--- src/design/port_a_map.svh ---
// Register offsets, field positions, masks and reset values of the port A block.
// Assumes byte addressing on a 32-bit APB, one aligned word per register.
`ifndef PORT_A_MAP_SVH
`define PORT_A_MAP_SVH

// Register byte offsets
`define OFF_PIN_LEVELS    8'h00
`define OFF_OUTPUT_LATCH  8'h04
`define OFF_DIRECTION     8'h08
`define OFF_ANALOG_SELECT 8'h0C
`define OFF_OD_CTRL_1     8'h10
`define OFF_OD_CTRL_2     8'h14
`define OFF_OD_CTRL_3     8'h18

// Implemented bits of the open-drain registers
`define OD1_MASK          8'hE1
`define OD2_MASK          8'hFF
`define OD2_REDUCED_MASK  8'h3F
`define OD3_MASK          8'hC1
`define OD3_PULSE_BIT     0

// Pins lost to the oscillator in external modes
`define OSC_PIN_MASK      8'hC0

// Segment enable bit positions for pins 1, 4 and 5
`define SEG_PIN1_BIT      2
`define SEG_PIN4_BIT      6
`define SEG_PIN5_BIT      7

// Reset values
`define RST_LATCH         8'h00
`define RST_DIRECTION     8'hFF
`define RST_ANALOG        5'h1F
`define RST_OD            8'h00

// Number of peripheral lines with an open-drain option
`define NUM_OD_LINES      14

`endif

--- src/design/port_a_pkg.sv ---
// Types shared by the port A block.
// Assumes port_a_map.svh supplies the numeric constants.
`default_nettype none
package port_a_pkg;

   // Bus answer phase, one-hot
   typedef enum logic [1:0] {
      PH_IDLE   = 2'b01,
      PH_ANSWER = 2'b10
   } apb_phase_t;

   // All state of the port block
   typedef struct packed {
      apb_phase_t  phase;
      logic [31:0] prdata;
      logic        pready;
      logic        pslverr;
      logic [7:0]  latch;
      logic [7:0]  dir;
      logic [4:0]  analog_bits;
      logic [7:0]  od1;
      logic [7:0]  od2;
      logic [7:0]  od3;
      logic        osc_ext;
      logic        osc_caught;
      logic        t0;
      logic        t1;
      logic        t3g;
      logic        pdly;
      logic        analog_wr;
   } port_state_t;

endpackage
`default_nettype wire

--- src/design/pad_if.sv ---
// Bundle between the port logic and a registered pad output stage.
// Assumes one controller and one stage per instance.
`default_nettype none
interface pad_if #(parameter int W = 8);
   logic [W-1:0] data;    // Value to put out
   logic [W-1:0] drive;   // Output wanted
   logic [W-1:0] od;      // Open-drain option
   logic [W-1:0] pad_o;   // Registered pad level
   logic [W-1:0] pad_oe;  // Registered pad enable

   modport ctrl  (output data, drive, od, input pad_o, pad_oe);
   modport stage (input data, drive, od, output pad_o, pad_oe);
endinterface
`default_nettype wire

--- src/design/port_a_block.sv ---
// Port A pin logic with peripheral open-drain control, APB register slave.
// Assumes synchronous pin inputs, one clock, board resolves pad wires.
//
// Behaviour
// - Control 1: SPI1, capture 2, 1, SPI2 enables
// - Control 1 bits 4..1 read zero
// - Control 2: one enable per capture unit 3..10
// - Reduced parts lack capture 10, 9 enables
// - Control 3: serial 2, 1 enables; 5..1 zero
// - Control 3 bit 0 connects pulse-delay pin
// - Analog pin disables its digital input
// - Eight-bit port with direction and latch
// - Analog bits pick pins 0-3, 5; direction stays
// - Reset: analog pins read zero, pin 4 digital
// - External oscillator takes pins 6, 7
// - Internal oscillator frees pins 6, 7
// - Segment enable takes pins 1, 4, 5
// - Pin 4 feeds timer 0 clock
// - Pin 5 feeds timer 1 clock, timer 3 gate
// - Port read gives pins, write sets latch
// - Direction one releases driver, zero drives latch
// - Latch read returns latched value, pins 6, 7 zero with external oscillator
`include "port_a_map.svh"
`default_nettype none
module port_a_block
   import port_a_pkg::*;
#(
   parameter bit REDUCED_MEMORY = 1'b0  // Family member without capture 9, 10
)
(
   input  wire logic                     pclk,
   input  wire logic                     presetn,
   input  wire logic                     ce,
   input  wire logic                     psel,
   input  wire logic                     penable,
   input  wire logic                     pwrite,
   input  wire logic [7:0]               paddr,
   input  wire logic [31:0]              pwdata,
   output logic      [31:0]              prdata,
   output logic                          pready,
   output logic                          pslverr,
   input  wire logic [7:0]               pin_in,
   output logic      [7:0]               pin_o,
   output logic      [7:0]               pin_oe,
   input  wire logic                     osc_external_mode,
   input  wire logic [7:0]               segment_enable_reg_1,
   input  wire logic [7:0]               segment_enable_reg_2,
   input  wire logic [`NUM_OD_LINES-1:0] periph_out,
   input  wire logic [`NUM_OD_LINES-1:0] periph_drive,
   output logic      [`NUM_OD_LINES-1:0] periph_pad_o,
   output logic      [`NUM_OD_LINES-1:0] periph_pad_oe,
   input  wire logic                     pulse_delay_pin,
   output logic                          pulse_delay_input,
   output logic                          timer0_ext_clock_in,
   output logic                          timer1_ext_clock_in,
   output logic                          timer3_gate_in
);

   localparam logic [7:0] OD2_KEEP = REDUCED_MEMORY ? `OD2_REDUCED_MASK : `OD2_MASK;

   // Reset image of all state
   localparam port_state_t RST = '{
      phase:         PH_IDLE,
      prdata:        32'h0000_0000,
      pready:        1'b0,
      pslverr:       1'b0,
      latch:         `RST_LATCH,
      dir:           `RST_DIRECTION,
      analog_bits:   `RST_ANALOG,
      od1:           `RST_OD,
      od2:           `RST_OD,
      od3:           `RST_OD,
      osc_ext:       1'b0,
      osc_caught:    1'b0,
      t0:            1'b0,
      t1:            1'b0,
      t3g:           1'b0,
      pdly:          1'b0,
      analog_wr:     1'b0
   };

   port_state_t r;          // Registered state
   port_state_t n;          // Next state
   logic [7:0]  osc_mask;   // Pins held by the oscillator
   logic [7:0]  seg_mask;   // Pins held by segment drivers
   logic [7:0]  ana_mask;   // Pins in analog mode
   logic [7:0]  pin_read;   // Digital input levels seen by software
   logic [7:0]  dir_read;   // Direction as read back
   logic [7:0]  latch_read; // Latch as read back
   logic [`NUM_OD_LINES-1:0] od_vec;  // Open-drain enable per peripheral line
   logic        wr_hit;     // Write completes at this edge

   pad_if #(.W(8))             pin_bus ();
   pad_if #(.W(`NUM_OD_LINES)) per_bus ();

   // Pin ownership masks
   always_comb
   begin
      // External modes take pins 6 and 7; internal modes free them
      osc_mask = r.osc_ext ? `OSC_PIN_MASK : 8'h00;
      // Segment drivers take pins 1, 4 and 5
      seg_mask    = 8'h00;
      seg_mask[1] = segment_enable_reg_2[`SEG_PIN1_BIT];
      seg_mask[4] = segment_enable_reg_1[`SEG_PIN4_BIT];
      seg_mask[5] = segment_enable_reg_1[`SEG_PIN5_BIT];
      // Analog bits 3:0 to pins 3:0, bit 4 to pin 5
      ana_mask   = {2'b00, r.analog_bits[4], 1'b0, r.analog_bits[3:0]};
      // Analog pins lose the digital input, so they read zero
      pin_read   = pin_in & ~ana_mask & ~seg_mask & ~osc_mask;
      dir_read   = r.dir & ~osc_mask;
      latch_read = r.latch & ~osc_mask;
   end

   // Peripheral line order: SPI1, capture 1, capture 2, SPI2, capture 3..10, serial 1, 2
   assign od_vec = {r.od3[7], r.od3[6], r.od2, r.od1[0], r.od1[6], r.od1[5], r.od1[7]};

   assign wr_hit = (r.phase == PH_ANSWER) && psel && penable && pwrite && !r.pslverr;

   // Next state: bus answer, register writes, input taps
   always_comb
   begin
      n = r;
      unique case (r.phase)
         PH_IDLE:
         begin
            n.pready  = 1'b0;
            // Access phase seen: prepare the answer one cycle later
            if (psel && penable)
            begin
               n.phase   = PH_ANSWER;
               n.pready  = 1'b1;
               n.pslverr = 1'b0;
               n.prdata  = 32'h0000_0000;
               case (paddr)
                  `OFF_PIN_LEVELS:    n.prdata[7:0] = pin_read;
                  `OFF_OUTPUT_LATCH:  n.prdata[7:0] = latch_read;
                  `OFF_DIRECTION:     n.prdata[7:0] = dir_read;
                  `OFF_ANALOG_SELECT: n.prdata[4:0] = r.analog_bits;
                  `OFF_OD_CTRL_1:     n.prdata[7:0] = r.od1;
                  `OFF_OD_CTRL_2:     n.prdata[7:0] = r.od2;
                  `OFF_OD_CTRL_3:     n.prdata[7:0] = r.od3;
                  // Unmapped address answers with an error
                  default:            n.pslverr = 1'b1;
               endcase
            end
         end
         PH_ANSWER:
         begin
            // Transfer ends here; the next may start with its setup cycle
            n.phase   = PH_IDLE;
            n.pready  = 1'b0;
            n.pslverr = 1'b0;
         end
      endcase

      // Register writes at the completing edge only
      if (wr_hit)
      begin
         case (paddr)
            // A port write lands in the latch, never on the pins directly
            `OFF_PIN_LEVELS:    n.latch = pwdata[7:0];
            `OFF_OUTPUT_LATCH:  n.latch = pwdata[7:0];
            `OFF_DIRECTION:     n.dir = pwdata[7:0];
            `OFF_ANALOG_SELECT:
            begin
               n.analog_bits = pwdata[4:0];
               n.analog_wr   = 1'b1;
            end
            `OFF_OD_CTRL_1:     n.od1 = pwdata[7:0] & `OD1_MASK;
            `OFF_OD_CTRL_2:     n.od2 = pwdata[7:0] & OD2_KEEP;
            `OFF_OD_CTRL_3:     n.od3 = pwdata[7:0] & `OD3_MASK;
            default:            n.od3 = r.od3;
         endcase
      end

      // Oscillator mode caught once, on the first enabled edge after reset
      if (!r.osc_caught)
      begin
         n.osc_ext    = osc_external_mode;
         n.osc_caught = 1'b1;
      end

      // Timer inputs run beside the port function
      n.t0   = pin_in[4] & ~seg_mask[4];
      n.t1   = pin_in[5] & ~seg_mask[5] & ~ana_mask[5];
      n.t3g  = pin_in[5] & ~seg_mask[5] & ~ana_mask[5];
      // Pulse-delay input cut off from its pin unless enabled
      n.pdly = pulse_delay_pin & r.od3[`OD3_PULSE_BIT];
   end

   // State register, frozen while ce is low
   always_ff @(posedge pclk or negedge presetn)
   begin
      if (!presetn)
      begin
         r <= RST;
      end
      else if (ce)
      begin
         r <= n;
      end
   end

   // Pin drivers: direction still rules analog pins, so software must hold them as inputs
   assign pin_bus.data  = r.latch;
   assign pin_bus.drive = ~r.dir & ~osc_mask & ~seg_mask;
   assign pin_bus.od    = 8'h00;
   // Peripheral drivers with their open-drain option
   assign per_bus.data  = periph_out;
   assign per_bus.drive = periph_drive;
   assign per_bus.od    = od_vec;

   pad_stage #(.W(8)) u_pin_stage (
      .pclk    (pclk),
      .presetn (presetn),
      .ce      (ce),
      .pads    (pin_bus.stage)
   );

   pad_stage #(.W(`NUM_OD_LINES)) u_per_stage (
      .pclk    (pclk),
      .presetn (presetn),
      .ce      (ce),
      .pads    (per_bus.stage)
   );

   // Outputs straight from flip-flops
   assign prdata              = r.prdata;
   assign pready              = r.pready;
   assign pslverr             = r.pslverr;
   assign pin_o               = pin_bus.pad_o;
   assign pin_oe              = pin_bus.pad_oe;
   assign periph_pad_o        = per_bus.pad_o;
   assign periph_pad_oe       = per_bus.pad_oe;
   assign pulse_delay_input   = r.pdly;
   assign timer0_ext_clock_in = r.t0;
   assign timer1_ext_clock_in = r.t1;
   assign timer3_gate_in      = r.t3g;
endmodule
`default_nettype wire

--- src/design/pad_stage.sv ---
// Registered pad output stage with push-pull or open-drain drive per bit.
// Assumes the board pulls open-drain lines high and resolves the wire.
`default_nettype none
module pad_stage
   import port_a_pkg::*;
#(
   parameter int W = 8
)
(
   input  wire logic pclk,
   input  wire logic presetn,
   input  wire logic ce,
   pad_if.stage      pads
);

   // Stage state
   typedef struct packed {
      logic [W-1:0] o;
      logic [W-1:0] oe;
   } stage_state_t;

   stage_state_t s_reg;
   stage_state_t s_next;
   logic [W-1:0] o_bit;   // Per-bit next level
   logic [W-1:0] oe_bit;  // Per-bit next enable

   // One output cell per bit
   genvar i;
   generate
      for (i = 0; i < W; i++)
      begin : g_cell
         // Open drain pulls low for zero, releases for one
         assign o_bit[i]  = pads.od[i] ? 1'b0 : pads.data[i];
         assign oe_bit[i] = pads.drive[i] & (~pads.od[i] | ~pads.data[i]);
      end
   endgenerate

   // Next state
   always_comb
   begin
      s_next    = s_reg;
      s_next.o  = o_bit;
      s_next.oe = oe_bit;
   end

   // Register, frozen while ce is low; pads released in reset
   always_ff @(posedge pclk or negedge presetn)
   begin
      if (!presetn)
      begin
         s_reg <= '0;
      end
      else if (ce)
      begin
         s_reg <= s_next;
      end
   end

   assign pads.pad_o  = s_reg.o;
   assign pads.pad_oe = s_reg.oe;
endmodule
`default_nettype wire

--- config.mk ---
export PLATFORM = sky130hd
export DESIGN_NAME = port_a_block
export DESIGN_NICKNAME = d
export VERILOG_FILES = /design/src/design/port_a_pkg.sv /design/src/design/pad_if.sv /design/src/design/port_a_block.sv /design/src/design/pad_stage.sv
export VERILOG_INCLUDE_DIRS = /design/src /design/src/design
export SDC_FILE = /design/constraint.sdc
export NUM_CORES = 1
export LEC_CHECK = 0
export BUFFER_PORTS_ARGS = -buffer_cell sky130_fd_sc_hd__buf_2
export CORE_MARGIN = 1
export CORE_UTILIZATION = 53
export CTS_BUF_LIST = sky130_fd_sc_hd__clkbuf_16
export CTS_CLUSTER_DIAMETER = 80
export CTS_CLUSTER_SIZE = 24
export DETAILED_ROUTE_END_ITERATION = 10
export PLACE_DENSITY = 0.88
export SYNTH_ARGS = -nofsm -noshare
export SYNTH_HDL_FRONTEND = slang
export SYNTH_SLANG_ARGS = --single-unit
--- constraint.sdc ---
create_clock -name pclk -period 4.3 [get_ports pclk]
set_input_delay 0 -clock pclk [delete_from_list [all_inputs] [get_ports pclk]]
set_output_delay 0 -clock pclk [all_outputs]
set_load 0.1 [all_outputs]
**Word level (Yosys, flattened, before mapping)**

Cells that the tools add are included.

- Eq/ne operators: 9
- Multiplexer cells: 21
- Bitwise logic cells: 75
- Reduce and logical (&&, ||, !) cells: 18

Operator list:

| kind | count |
|---|---|
| AND 8 bit | 7 |
| 2-to-1 mux 36 bit | 1 |
| one-hot mux 5 bit (7 select lines) | 1 |
| inverter 1 bit | 32 |
| equality test 8 x 5 -> 1 bit (second input constant) | 3 |
| AND reduction 3 bit | 7 |
| AND 1 bit | 18 |
| one-hot mux 3 bit (6 select lines) | 1 |
| equality test 8 x 4 -> 1 bit (second input constant) | 2 |
| inverter 6 -> 8 bit | 2 |
| inverter 8 bit | 2 |
| 2-to-1 mux 1 bit | 15 |
| bitwise OR 1 bit | 14 |
| equality test 8 x 3 -> 1 bit (second input constant) | 1 |
| logical NOT 8 bit | 1 |
| 2-to-1 mux 8 bit | 1 |
| one-hot mux 2 bit (2 select lines) | 2 |
| OR reduction 7 bit | 1 |
| logical AND 1 bit | 5 |
| AND reduction 2 bit | 2 |
| equality test 2 x 1 -> 1 bit (second input constant) | 1 |
| equality test 2 bit (second input constant) | 1 |
| inequality test 2 bit (second input constant) | 1 |
| OR reduction 2 bit | 1 |
| logical NOT 1 bit | 1 |

- Bits in registers: 97
- Input bits: 100
- Output and inout port bits: 82

**Depth between registers and ports, before layout**

Gate-level depths: netlist of run 1.

- Depth in word-level cells: 7
- Depth in mapped cells: 7
- Depth with buffers taken out: 4

**Modules after synthesis**

Synthesis of run 1 repeated with hierarchy kept, for this count alone.

- Cell total of the unflattened synthesis: 418
- Area total of the unflattened synthesis: 4888.4 µm²

Modules (own cells, without submodules):

| module | times used | cells each | area each (µm²) |
|---|---|---|---|
| port_a_block | 1 | 256 | 2877.8 |
| pad_stage at u_per_stage | 1 | 103 | 1287.5 |
| pad_stage at u_pin_stage | 1 | 59 | 723.2 |

**Least setup slack after synthesis of run 1**

No wires, ideal clock.

- Path kind: flip-flop to flip-flop
- Start point: register r (netlist bit pslverr)
- End point: register r (netlist bit pin_bus.data[0])
- Library setup time: 0.125 ns
- Arrival time: 2.045 ns
- Data required time: 4.175 ns
- Path slack: 2.131 ns
- Stages on the path, launching flop included: 5
- Clock period less this slack: 2.169 ns
- Cell sequence: dfrtp_1 -> and4bb_2 -> nand4_1 -> nor2_2 -> mux2_2

- Cells in the longest elaborated chain, start to end: 3

Ends and longest elaborated chain:

| element | RTL line | source |
|---|---|---|
| start: declaration | port_a_block.sv:82 | `port_state_t r;` |
| start signal: assignment | port_a_block.sv:200 | `r <= n;` |
| logical NOT 1 bit | port_a_block.sv:117 | `assign wr_hit = (r.phase == PH_ANSWER) && psel && penable && pwrite && !r.pslverr;` |
| logical AND 1 bit | port_a_block.sv:117 |  |
| AND reduction 3 bit (no line) | - |  |

No other way between the ends.
A chain may end at the register's enable or synchronous reset.

**Worst setup path in the final report of run 1**

- Start point: register r (netlist bit pslverr)
- End point: register r (netlist bit pin_bus.data[2])

The elaborated chain is that of the path after synthesis.

==> flow_summary.toml, run 1 <==
[status]
run_status = "finished, final reports clean"

[yosys]
synth_edf_count = 0
synthesis.area_mm2 = 0.00466
yosys_register_bits = 97
synth_top_cell_by_area = "dfrtp_1"
synthArstFlopShare_pct = 100
synthFlopType = "dfrtp_1"
synth.top_cell.area_share_pct = 44.6
avgSynthCellArea_um2 = 11.2
synth_cell_types = 48
synth-warning-count = 0
yosys-top-cells-area = "dfrtp_1, mux2_2, dfstp_2"
synthCells = 417
ys_seq_area_share_pct = 52.5
yosys-top-cells-count = "dfrtp_1, mux2_2, o21ai_0"
post-synth-top-count-cell = "dfrtp_1"

[cells_and_area]
num_antenna_cells = 0
drive_above_1_share_pct = 37.9
nets = 675
fin_cells = 685
syn_to_final_growth_pct = 28.5

[grt]
grt-ovfl-total = 0
track_usage_pct = 25.6
met1_usage_pct = 31.9
grt_pass1_wl_mm = 17.5
first_global_vias = 3707
antenna_found_initial = 1
use_met2_pct = 43.6
met3_usage_pct = 4.58
grt_max_degree = 85
grt-busiest-layer = "met2"

[sta]
layout_setup_ws_ns = 2.32
slew_headroom_pct = 44.7
setup_viol = 0
fmax_mhz = 505
skew_ns = 0.00567
worst_slew_pin_slew_ns = 0.830
holdWs_ns = 0.0323
finalCriticalPeriod_ns = 1.98
fin_crit_sh_pct = 46.0
setup_tns_ns = 0
rsz0062_at_grt = "no"
final-hold-violation-count = 0
drv_slew = 0

[detailed_routing]
via_count = 3736
firstDrtPassIters = 4
drt-wirelength-per-cell_um = 16.5
drc = 0
drt_iter0_drc = 174
drt-total-wl_mm = 11.3
post_drt_via_cell_ratio = 5.45
detail-route-antenna-nets = 0

[min_path]
hold_start = "segment_enable_reg_1[7]"
hp-class = "in -> reg"

[placed_design]
dp_slack_ns = 2.34
placedCellCount = 617
gp_congestion = 0.861
numPortBuffers = 120
hpwl_mm = 7.37

[clocking]
clockBufferDepth = 2
path_clk_slew_ns = 0.07
postCtsSetupRepairBufs = 0
clock_latency_ns = 0.33
cts_tree = "yes"
cts_sinks = 97
cts_root_buf = "clkbuf_16"
cts_resized = 0
htree_levels = 3
cts-buffers-inserted = 9

[floorplan]
core.rowCount = 33
die_w_um = 95.7
start_util_pct = 55.8
fp.dieH_um = 95.7
dieArea_mm2 = 0.00917
pin_count = 182
core_area_mm2 = 0.00834

[worst_setup_path]
required_ns = 4.52
path_class = "reg -> reg"
worstSetupStartpoint = "pslverr"
start_kind = "flip-flop"
regToRegStartpoint = "pslverr"
critPathMaxFanout = 8
worst_setup_path_end_kind = "flip-flop"
cp.arrival_ns = 2.20

[pwr]
power_leakage_nw = 2.93
peakVddDrop_mv = 0.270
power.total_mw = 2.37
cellPowerDensity_mw_per_mm2 = 395

[flow_run]
drv_cap = 0
-- stage by stage --
step	area, µm²	util (%)
after floorplan	4740	-
after global placement	5160	61.9
after detailed placement	5160	61.9
after CTS	5980	71.7
after global routing	5980	71.7
final	5980	71.7
-- layout by cell type (no fill, tap or decap), drive strengths merged, types with 2 or more instances in the layout --
cell / count
dfrtp: 83
nand2: 22
a21oi: 6
or2: 2
nor4b: 3
mux2: 55
a31oi: 3
conb: 24
o2bb2ai: 2
nand3b: 15
clkbuf: 9
dlygate4sd3: 52
nor2: 12
buf: 122
dfstp: 14
and4: 3
a221o: 2
inv: 38
nor3: 5
a221oi: 2
nand3: 20
a32o: 3
nor3b: 2
a22oi: 2
nand4: 2
and3: 2
a22o: 2
nor2b: 5
clkinv: 4
mux2i: 10
o21ai: 43
or3b: 2
-- report_power, final --
group          switching (mW)  leakage, nW  internal, mW
Clock                   0.338        0.150         0.452
Sequential             0.0270         1.21         0.955
Combinational           0.477         1.57         0.116
-- cells by family (layout without fill, tap and decap cells) --
| family | after synthesis | count (layout) | share of synthesized area (%) |
|---|---|---|---|
| and+or+nand+nor | 99 | 99 | 12.7 |
| DFF | 97 | 97 | 52.5 |
| buffers and inverters | 86 | 226 | 9.94 |
| AOI/OAI and AO/OA | 68 | 68 | 8.81 |
| muxes | 66 | 66 | 15.9 |
| other | 1 | 24 | 0.0805 |
-- state kept, by name (all words and copies together), names as in the netlist --
register / cells
pready: 1
r: 13
timer3_gate_in: 1
u_pin_stage.pads.pad_o: 8
u_pin_stage.pads.pad_oe: 8
u_per_stage.pads.pad_o: 14
prdata: 8
pulse_delay_input: 1
ana_mask: 5
pin_bus.data: 8
pslverr: 1
timer0_ext_clock_in: 1
od_vec: 14
u_per_stage.pads.pad_oe: 14
-- critical path: stages (launching register included) --
cell      delay, ns
dfrtp_1        0.41
and4bb_2       0.35
nand4_1        0.22
nor2_2         0.49
mux2_2         0.40
-- metal layers --
metal  wire, µm  up-vias
met5          0        -
met4        271        0
met3        724       26
met2       5580      167
met1       4730     1826
li1           -     1717
-- final timing paths --
check                                                   to  depth (start not counted)  slack, ns
worst min-delay path            u_pin_stage.pads.pad_oe[5]                          3       0.03
min in group asynchronous                             r[5]                          2       0.13
max in group asynchronous                             r[7]                          3       3.00
worst max-delay path                       pin_bus.data[2]                          4       2.32
worst max register to register             pin_bus.data[2]                          4       2.32
worst min register to register                        r[5]                          1       0.47
-- area by class of cell --
class / instances / area [µm²]
clock buffers: 9 / 225
clock inverters: 7 / 71.3
fillers: 562 / 2360
inverters: 36 / 135
multi-input cells: 257 / 1840
flip-flops and latches: 97 / 2440
well taps: 105 / 131
repair buffers: 174 / 1140
-- timing repair --
item | 4_1_cts | 5_1_grt
hold endpoints to repair | 93 | 0
hold buffers | 52 | 0
endpoints found under the setup margin | 0 | 0
No activity file was read; power rests on OpenSTA's default activity.
==> inputs of run 2 (changes only) <==
Settings changed: CORE_UTILIZATION 53 to 49, PLACE_DENSITY 0.88 to 0.82.
Clock period 4.3 ns to 2.05 ns, I/O delays scaled along.
==> run 2 against run 1 <==
- final cell count rose by 4.7%
- clock-buffer cell count did not move
- clock skew rose by 0.0032 ns
- global-route usage fell by 0.98 points
- critical endpoint is now pin_bus.data[7]
- largest cell class unchanged
- highest routed layer unchanged
==> flow_summary.toml, run 2 (synthesized netlist as in run 1, its figures left out) <==
[status]
run_status = "finished, final reports clean"

[clocking]
clockBufferDepth = 2
clock_latency_ns = 0.34
cts_root_buf = "clkbuf_16"
path_clk_slew_ns = 0.07
cts-buffers-inserted = 9
cts_tree = "yes"
cts_sinks = 97
htree_levels = 3

[placed_design]
gp_congestion = 0.881
placedCellCount = 652
hpwl_mm = 7.66
numPortBuffers = 120
dp_slack_ns = 0.205

[sta]
drv_slew = 0
finalCriticalPeriod_ns = 1.84
fin_crit_sh_pct = 89.8
holdWs_ns = 0.00913
worst_slew_pin_slew_ns = 0.514
setup_tns_ns = 0
slew_headroom_pct = 66.0
setup_viol = 0
skew_ns = 0.00884
fmax_mhz = 544
final-hold-violation-count = 0
rsz0062_at_grt = "no"
layout_setup_ws_ns = 0.210

[grt]
grt_max_degree = 85
grt-ovfl-total = 0
antenna_found_initial = 0
grt_pass1_wl_mm = 18.6
track_usage_pct = 24.6
first_global_vias = 3739

[cells_and_area]
fin_cells = 717
drive_above_1_share_pct = 39.5
layout_common_cells = "buf_2, dfrtp_1, mux2_2, dlygate4sd3_1, o21ai_0"
syn_to_final_growth_pct = 30.8
final_common_cell = "buf_2"
nets = 683
num_antenna_cells = 0

[worst_setup_path]
critPathMaxFanout = 6
cp.arrival_ns = 2.06
regToRegStartpoint = "pslverr"
worstSetupStartpoint = "pslverr"
path_class = "reg -> reg"
required_ns = 2.27
worst_setup_path_end_kind = "flip-flop"
start_kind = "flip-flop"

[detailed_routing]
drt_iter0_drc = 114
detail-route-antenna-nets = 0
drt-wirelength-per-cell_um = 16.3
drc = 0
firstDrtPassIters = 4
drt-total-wl_mm = 11.7
post_drt_via_cell_ratio = 5.16
via_count = 3703

[floorplan]
start_util_pct = 50.4
pin_count = 182
dieArea_mm2 = 0.00990
core_area_mm2 = 0.00924
core.rowCount = 35
fp.dieH_um = 99.5
die_w_um = 99.5

[pwr]
cellPowerDensity_mw_per_mm2 = 819
peakVddDrop_mv = 0.429
power_leakage_nw = 2.97

[min_path]
hp-class = "in -> reg"
hold_start = "pwdata[0]"

[flow_run]
drv_cap = 0
==> run 2: cell types whose count changed in the layout (fill, tap and decap cells not counted), sizes merged <==
cell and delta:
dlygate4sd3 -3, clkinvlp +2, clkinv -2, buf +11
==> run 2: path summary, 6_finish.rpt <==
path	endpoint	slack [ns]	cells after the start
max in group asynchronous	u_per_stage.pads.pad_oe[1]	1.32	3
worst min-delay path	pin_bus.data[0]	0.009	2
worst max-delay path	pin_bus.data[7]	0.21	5
worst max register to register	pin_bus.data[7]	0.21	5
worst min register to register	r[5]	0.47	1
min in group asynchronous	u_pin_stage.pads.pad_o[2]	0.09	2
==> run 2: area by class of cell <==
class	instances	area, µm²
fill	693	3150
sequential	97	2450
multi-input combinational	257	1840
timing repair buffer	182	1220
clock buffer	9	225
tap	129	161
inverter	36	135
clock inverter	7	70.1
==> run 2: critical path, cell delays in order, from the launching register on <==
cell and delay, ns:
dfrtp_2 0.42, and4bb_2 0.34, nand4_1 0.21, nor2_2 0.21
buf_4 0.20, mux2_2 0.35
==> run 2: stage by stage <==
stage | cell area (µm²) | total power, mW | util [%]
floorplan | 4740 | 3.05 | -
global placement | 5300 | 3.25 | 57.4
detailed placement | 5300 | 3.27 | 57.4
CTS | 6090 | 5.01 | 65.9
global route | 6090 | 5.17 | 65.9
finish | 6090 | 4.99 | 65.9
==> run 2: per-layer routing <==
| metal | GRT usage, % | wire (µm) |
|---|---|---|
| met1 | 31.5 | 5100 |
| met2 | 41.6 | 5710 |
| met3 | 5.27 | 600 |
| met4 | 8.48 | 244 |
| met5 | 0 | 0 |
==> run 2: report_power, final <==
| part | switching (mW) | internal, mW |
|---|---|---|
| Sequential | 0.0572 | 2.00 |
| Clock | 0.726 | 0.944 |
| Combinational | 1.01 | 0.252 |
==> run 2: repair_timing <==
item / in CTS / in global routing
hold buffers: 49 / 0
resized for setup: 0 / 0
buffers inserted: 0 / 0
endpoints found under the hold margin: 151 / 0
==> inputs of run 3 (changes only) <==
Settings changed: ABC_AREA from default to 1.
==> run 3 against run 2 <==
- the flow now finishes with violations (negative hold slack)
- area after synthesis decreased by 0.83%
- register-to-register slack improved by 0.27 ns
- power shrank 5.0%
- sequential cell count did not move
- sequential power is 2% lower
- synthesized cell count is 32% higher
==> flow_summary.toml, run 3 <==
[floorplan]
pin_count = 182
core.rowCount = 35
fp.dieH_um = 99.1
die_w_um = 99.1
start_util_pct = 50.2
dieArea_mm2 = 0.00982
core_area_mm2 = 0.00920

[yosys]
avgSynthCellArea_um2 = 8.41
synthCells = 549
post-synth-top-count-cell = "nand2_1"
yosys_register_bits = 97
synth_top_cell_by_area = "dfrtp_1"
synthArstFlopShare_pct = 100
ys_seq_area_share_pct = 52.9
yosys-top-cells-area = "dfrtp_1, nand2_1, dfstp_2"
synth_edf_count = 0
synthesis.area_mm2 = 0.00462
synth_cell_types = 31
synth-warning-count = 0
yosys-top-cells-count = "nand2_1, dfrtp_1, nand3_1"
synthFlopType = "dfrtp_1"
synth.top_cell.area_share_pct = 45.0

[placed_design]
numPortBuffers = 120
hpwl_mm = 8.37
placedCellCount = 763
dp_slack_ns = 0.462
gp_congestion = 0.872
post_dp_cell_area_mm2 = 0.00519

[worst_setup_path]
required_ns = 2.25
worst_setup_path_end_kind = "flip-flop"
cp.arrival_ns = 1.76
regToRegStartpoint = "pslverr"
critPathSlowestCell = "dfrtp_1"
slowest_delay_ns = 0.40
reg2regPathDepth = 6
cp_top_family = "simple AND/OR/NAND/NOR gates"
critPathMaxFanout = 16
regToRegSetupSlack_ns = 0.48
r2r_end = "pin_bus.data[3]"
crit_chain = "inv_1 > nand2_1 > nor3_4 > o21ai_2 > nand2_1 > o21ai_2"
start_kind = "flip-flop"
path_class = "reg -> reg"
cp_num_buf_inv = 1

[sta]
slew_headroom_pct = 41.7
skew_ns = 0.00537
finalCriticalPeriod_ns = 1.57
fmax_mhz = 637
holdWs_ns = -0.00587
fin_crit_sh_pct = 76.5
layout_setup_ws_ns = 0.481
worst_slew_pin_slew_ns = 0.874
setup_viol = 0
final-hold-violation-count = 2
rsz0062_at_grt = "no"
setup_tns_ns = 0
drv_slew = 0

[cells_and_area]
nets = 817
drive_above_1_share_pct = 25.8
fin_cells = 833
syn_to_final_growth_pct = 30.2
final_common_cell = "nand2_1"
layout_common_cells = "nand2_1, buf_2, dfrtp_1, dlygate4sd3_1, nand3_1"
design_area_mm2 = 0.00601
num_antenna_cells = 0
utilization_pct = 65.4
nFillCells = 740

[min_path]
min_to = "r[38]"
hold_depth = 3
hold_start = "pwdata[2]"
hp-class = "in -> reg"

[pwr]
power.total_mw = 4.74
cellPowerDensity_mw_per_mm2 = 788
power_leakage_nw = 3.21
peakVddDrop_mv = 0.511

[detailed_routing]
drc = 0
detail-route-antenna-nets = 0
drt-wirelength-per-cell_um = 14.9
firstDrtPassIters = 4
drt-total-wl_mm = 12.4
drt_iter0_drc = 206
post_drt_via_cell_ratio = 5.08
via_count = 4235

[grt]
first_global_vias = 4275
grt-ovfl-total = 0
grt_max_degree = 58
track_usage_pct = 26.8
antenna_found_initial = 0
grt_pass1_wl_mm = 20.1

[status]
run_status = "complete, but fails checks"
violations = "negative hold slack"

[clocking]
htree_levels = 3
cts_root_buf = "clkbuf_16"
clockBufferDepth = 2
cts_resized = 0
clock_latency_ns = 0.34
cts_sinks = 97
path_clk_slew_ns = 0.06
cts-buffers-inserted = 9
cts_tree = "yes"

[flow_run]
drv_cap = 0
## run 3: cell count changes in the layout (fill, tap and decap cells not counted), sizes merged, moves of 10 or more
cell / delta
nand3: +29
o21ai: +10
nor2: +18
nand2: +190
mux2i: -10
nand3b: -14
mux2: -55
## run 3: cell type report
cell class	count	area [µm²]	share of cell area, %
clock inverter	7	62.6	1.04
inverter	39	146	2.43
sequential	97	2440	40.6
timing repair buffer	182	1220	20.2
multi-input combinational	388	1780	29.6
tap	111	139	2.31
clock buffer	9	225	3.74
## run 3: cell families (layout without fill, tap and decap cells)
family | after synthesis | count (layout) | share of synthesized area, %
simple gates | 299 | 299 | 27.4
flops | 97 | 97 | 52.9
buf+inv | 87 | 237 | 10.4
compound gates | 65 | 65 | 9.16
other cells | 1 | 24 | 0.0812
## run 3: how the worst max path moves through the flow
stage / slack [ns] / startpoint / cells after the start / end
after global placement: 0.54 / paddr[5] / 7 / pin_bus.data[3]
after global routing: 0.37 / pslverr / 6 / pin_bus.data[3]
after CTS: 0.47 / pslverr / 6 / pin_bus.data[3]
after floorplan: 0.16 / pslverr / 7 / pin_bus.data[6]
after detailed placement: 0.46 / paddr[5] / 7 / pin_bus.data[3]
final: 0.48 / pslverr / 6 / pin_bus.data[3]
## run 3: where the power goes
group          leakage [nW]  switching (mW)  internal, mW  total [mW]
clock network         0.142           0.708         0.933        1.64
registers              1.21          0.0394          1.98        2.02
logic                  1.86           0.869         0.208        1.08
## run 3: metal layers
layer,vias up,wire length (µm),share of wire (%),global-route usage (%)
li1,2027,-,-,-
met1,2021,5180,42,32.6
met2,159,6320,51,46.5
met3,28,599,4.8,4.33
met4,0,298,2.4,12.9
met5,-,0,0,0
## run 3: timing repair
item,CTS,global route
buffers inserted,0,0
hold endpoints to repair,80,0
hold buffers,54,0
## run 3: worst min-delay path: stages
cell and delay [ns]:
buf_2 0.10, inv_1 0.15, o21ai_2 0.08
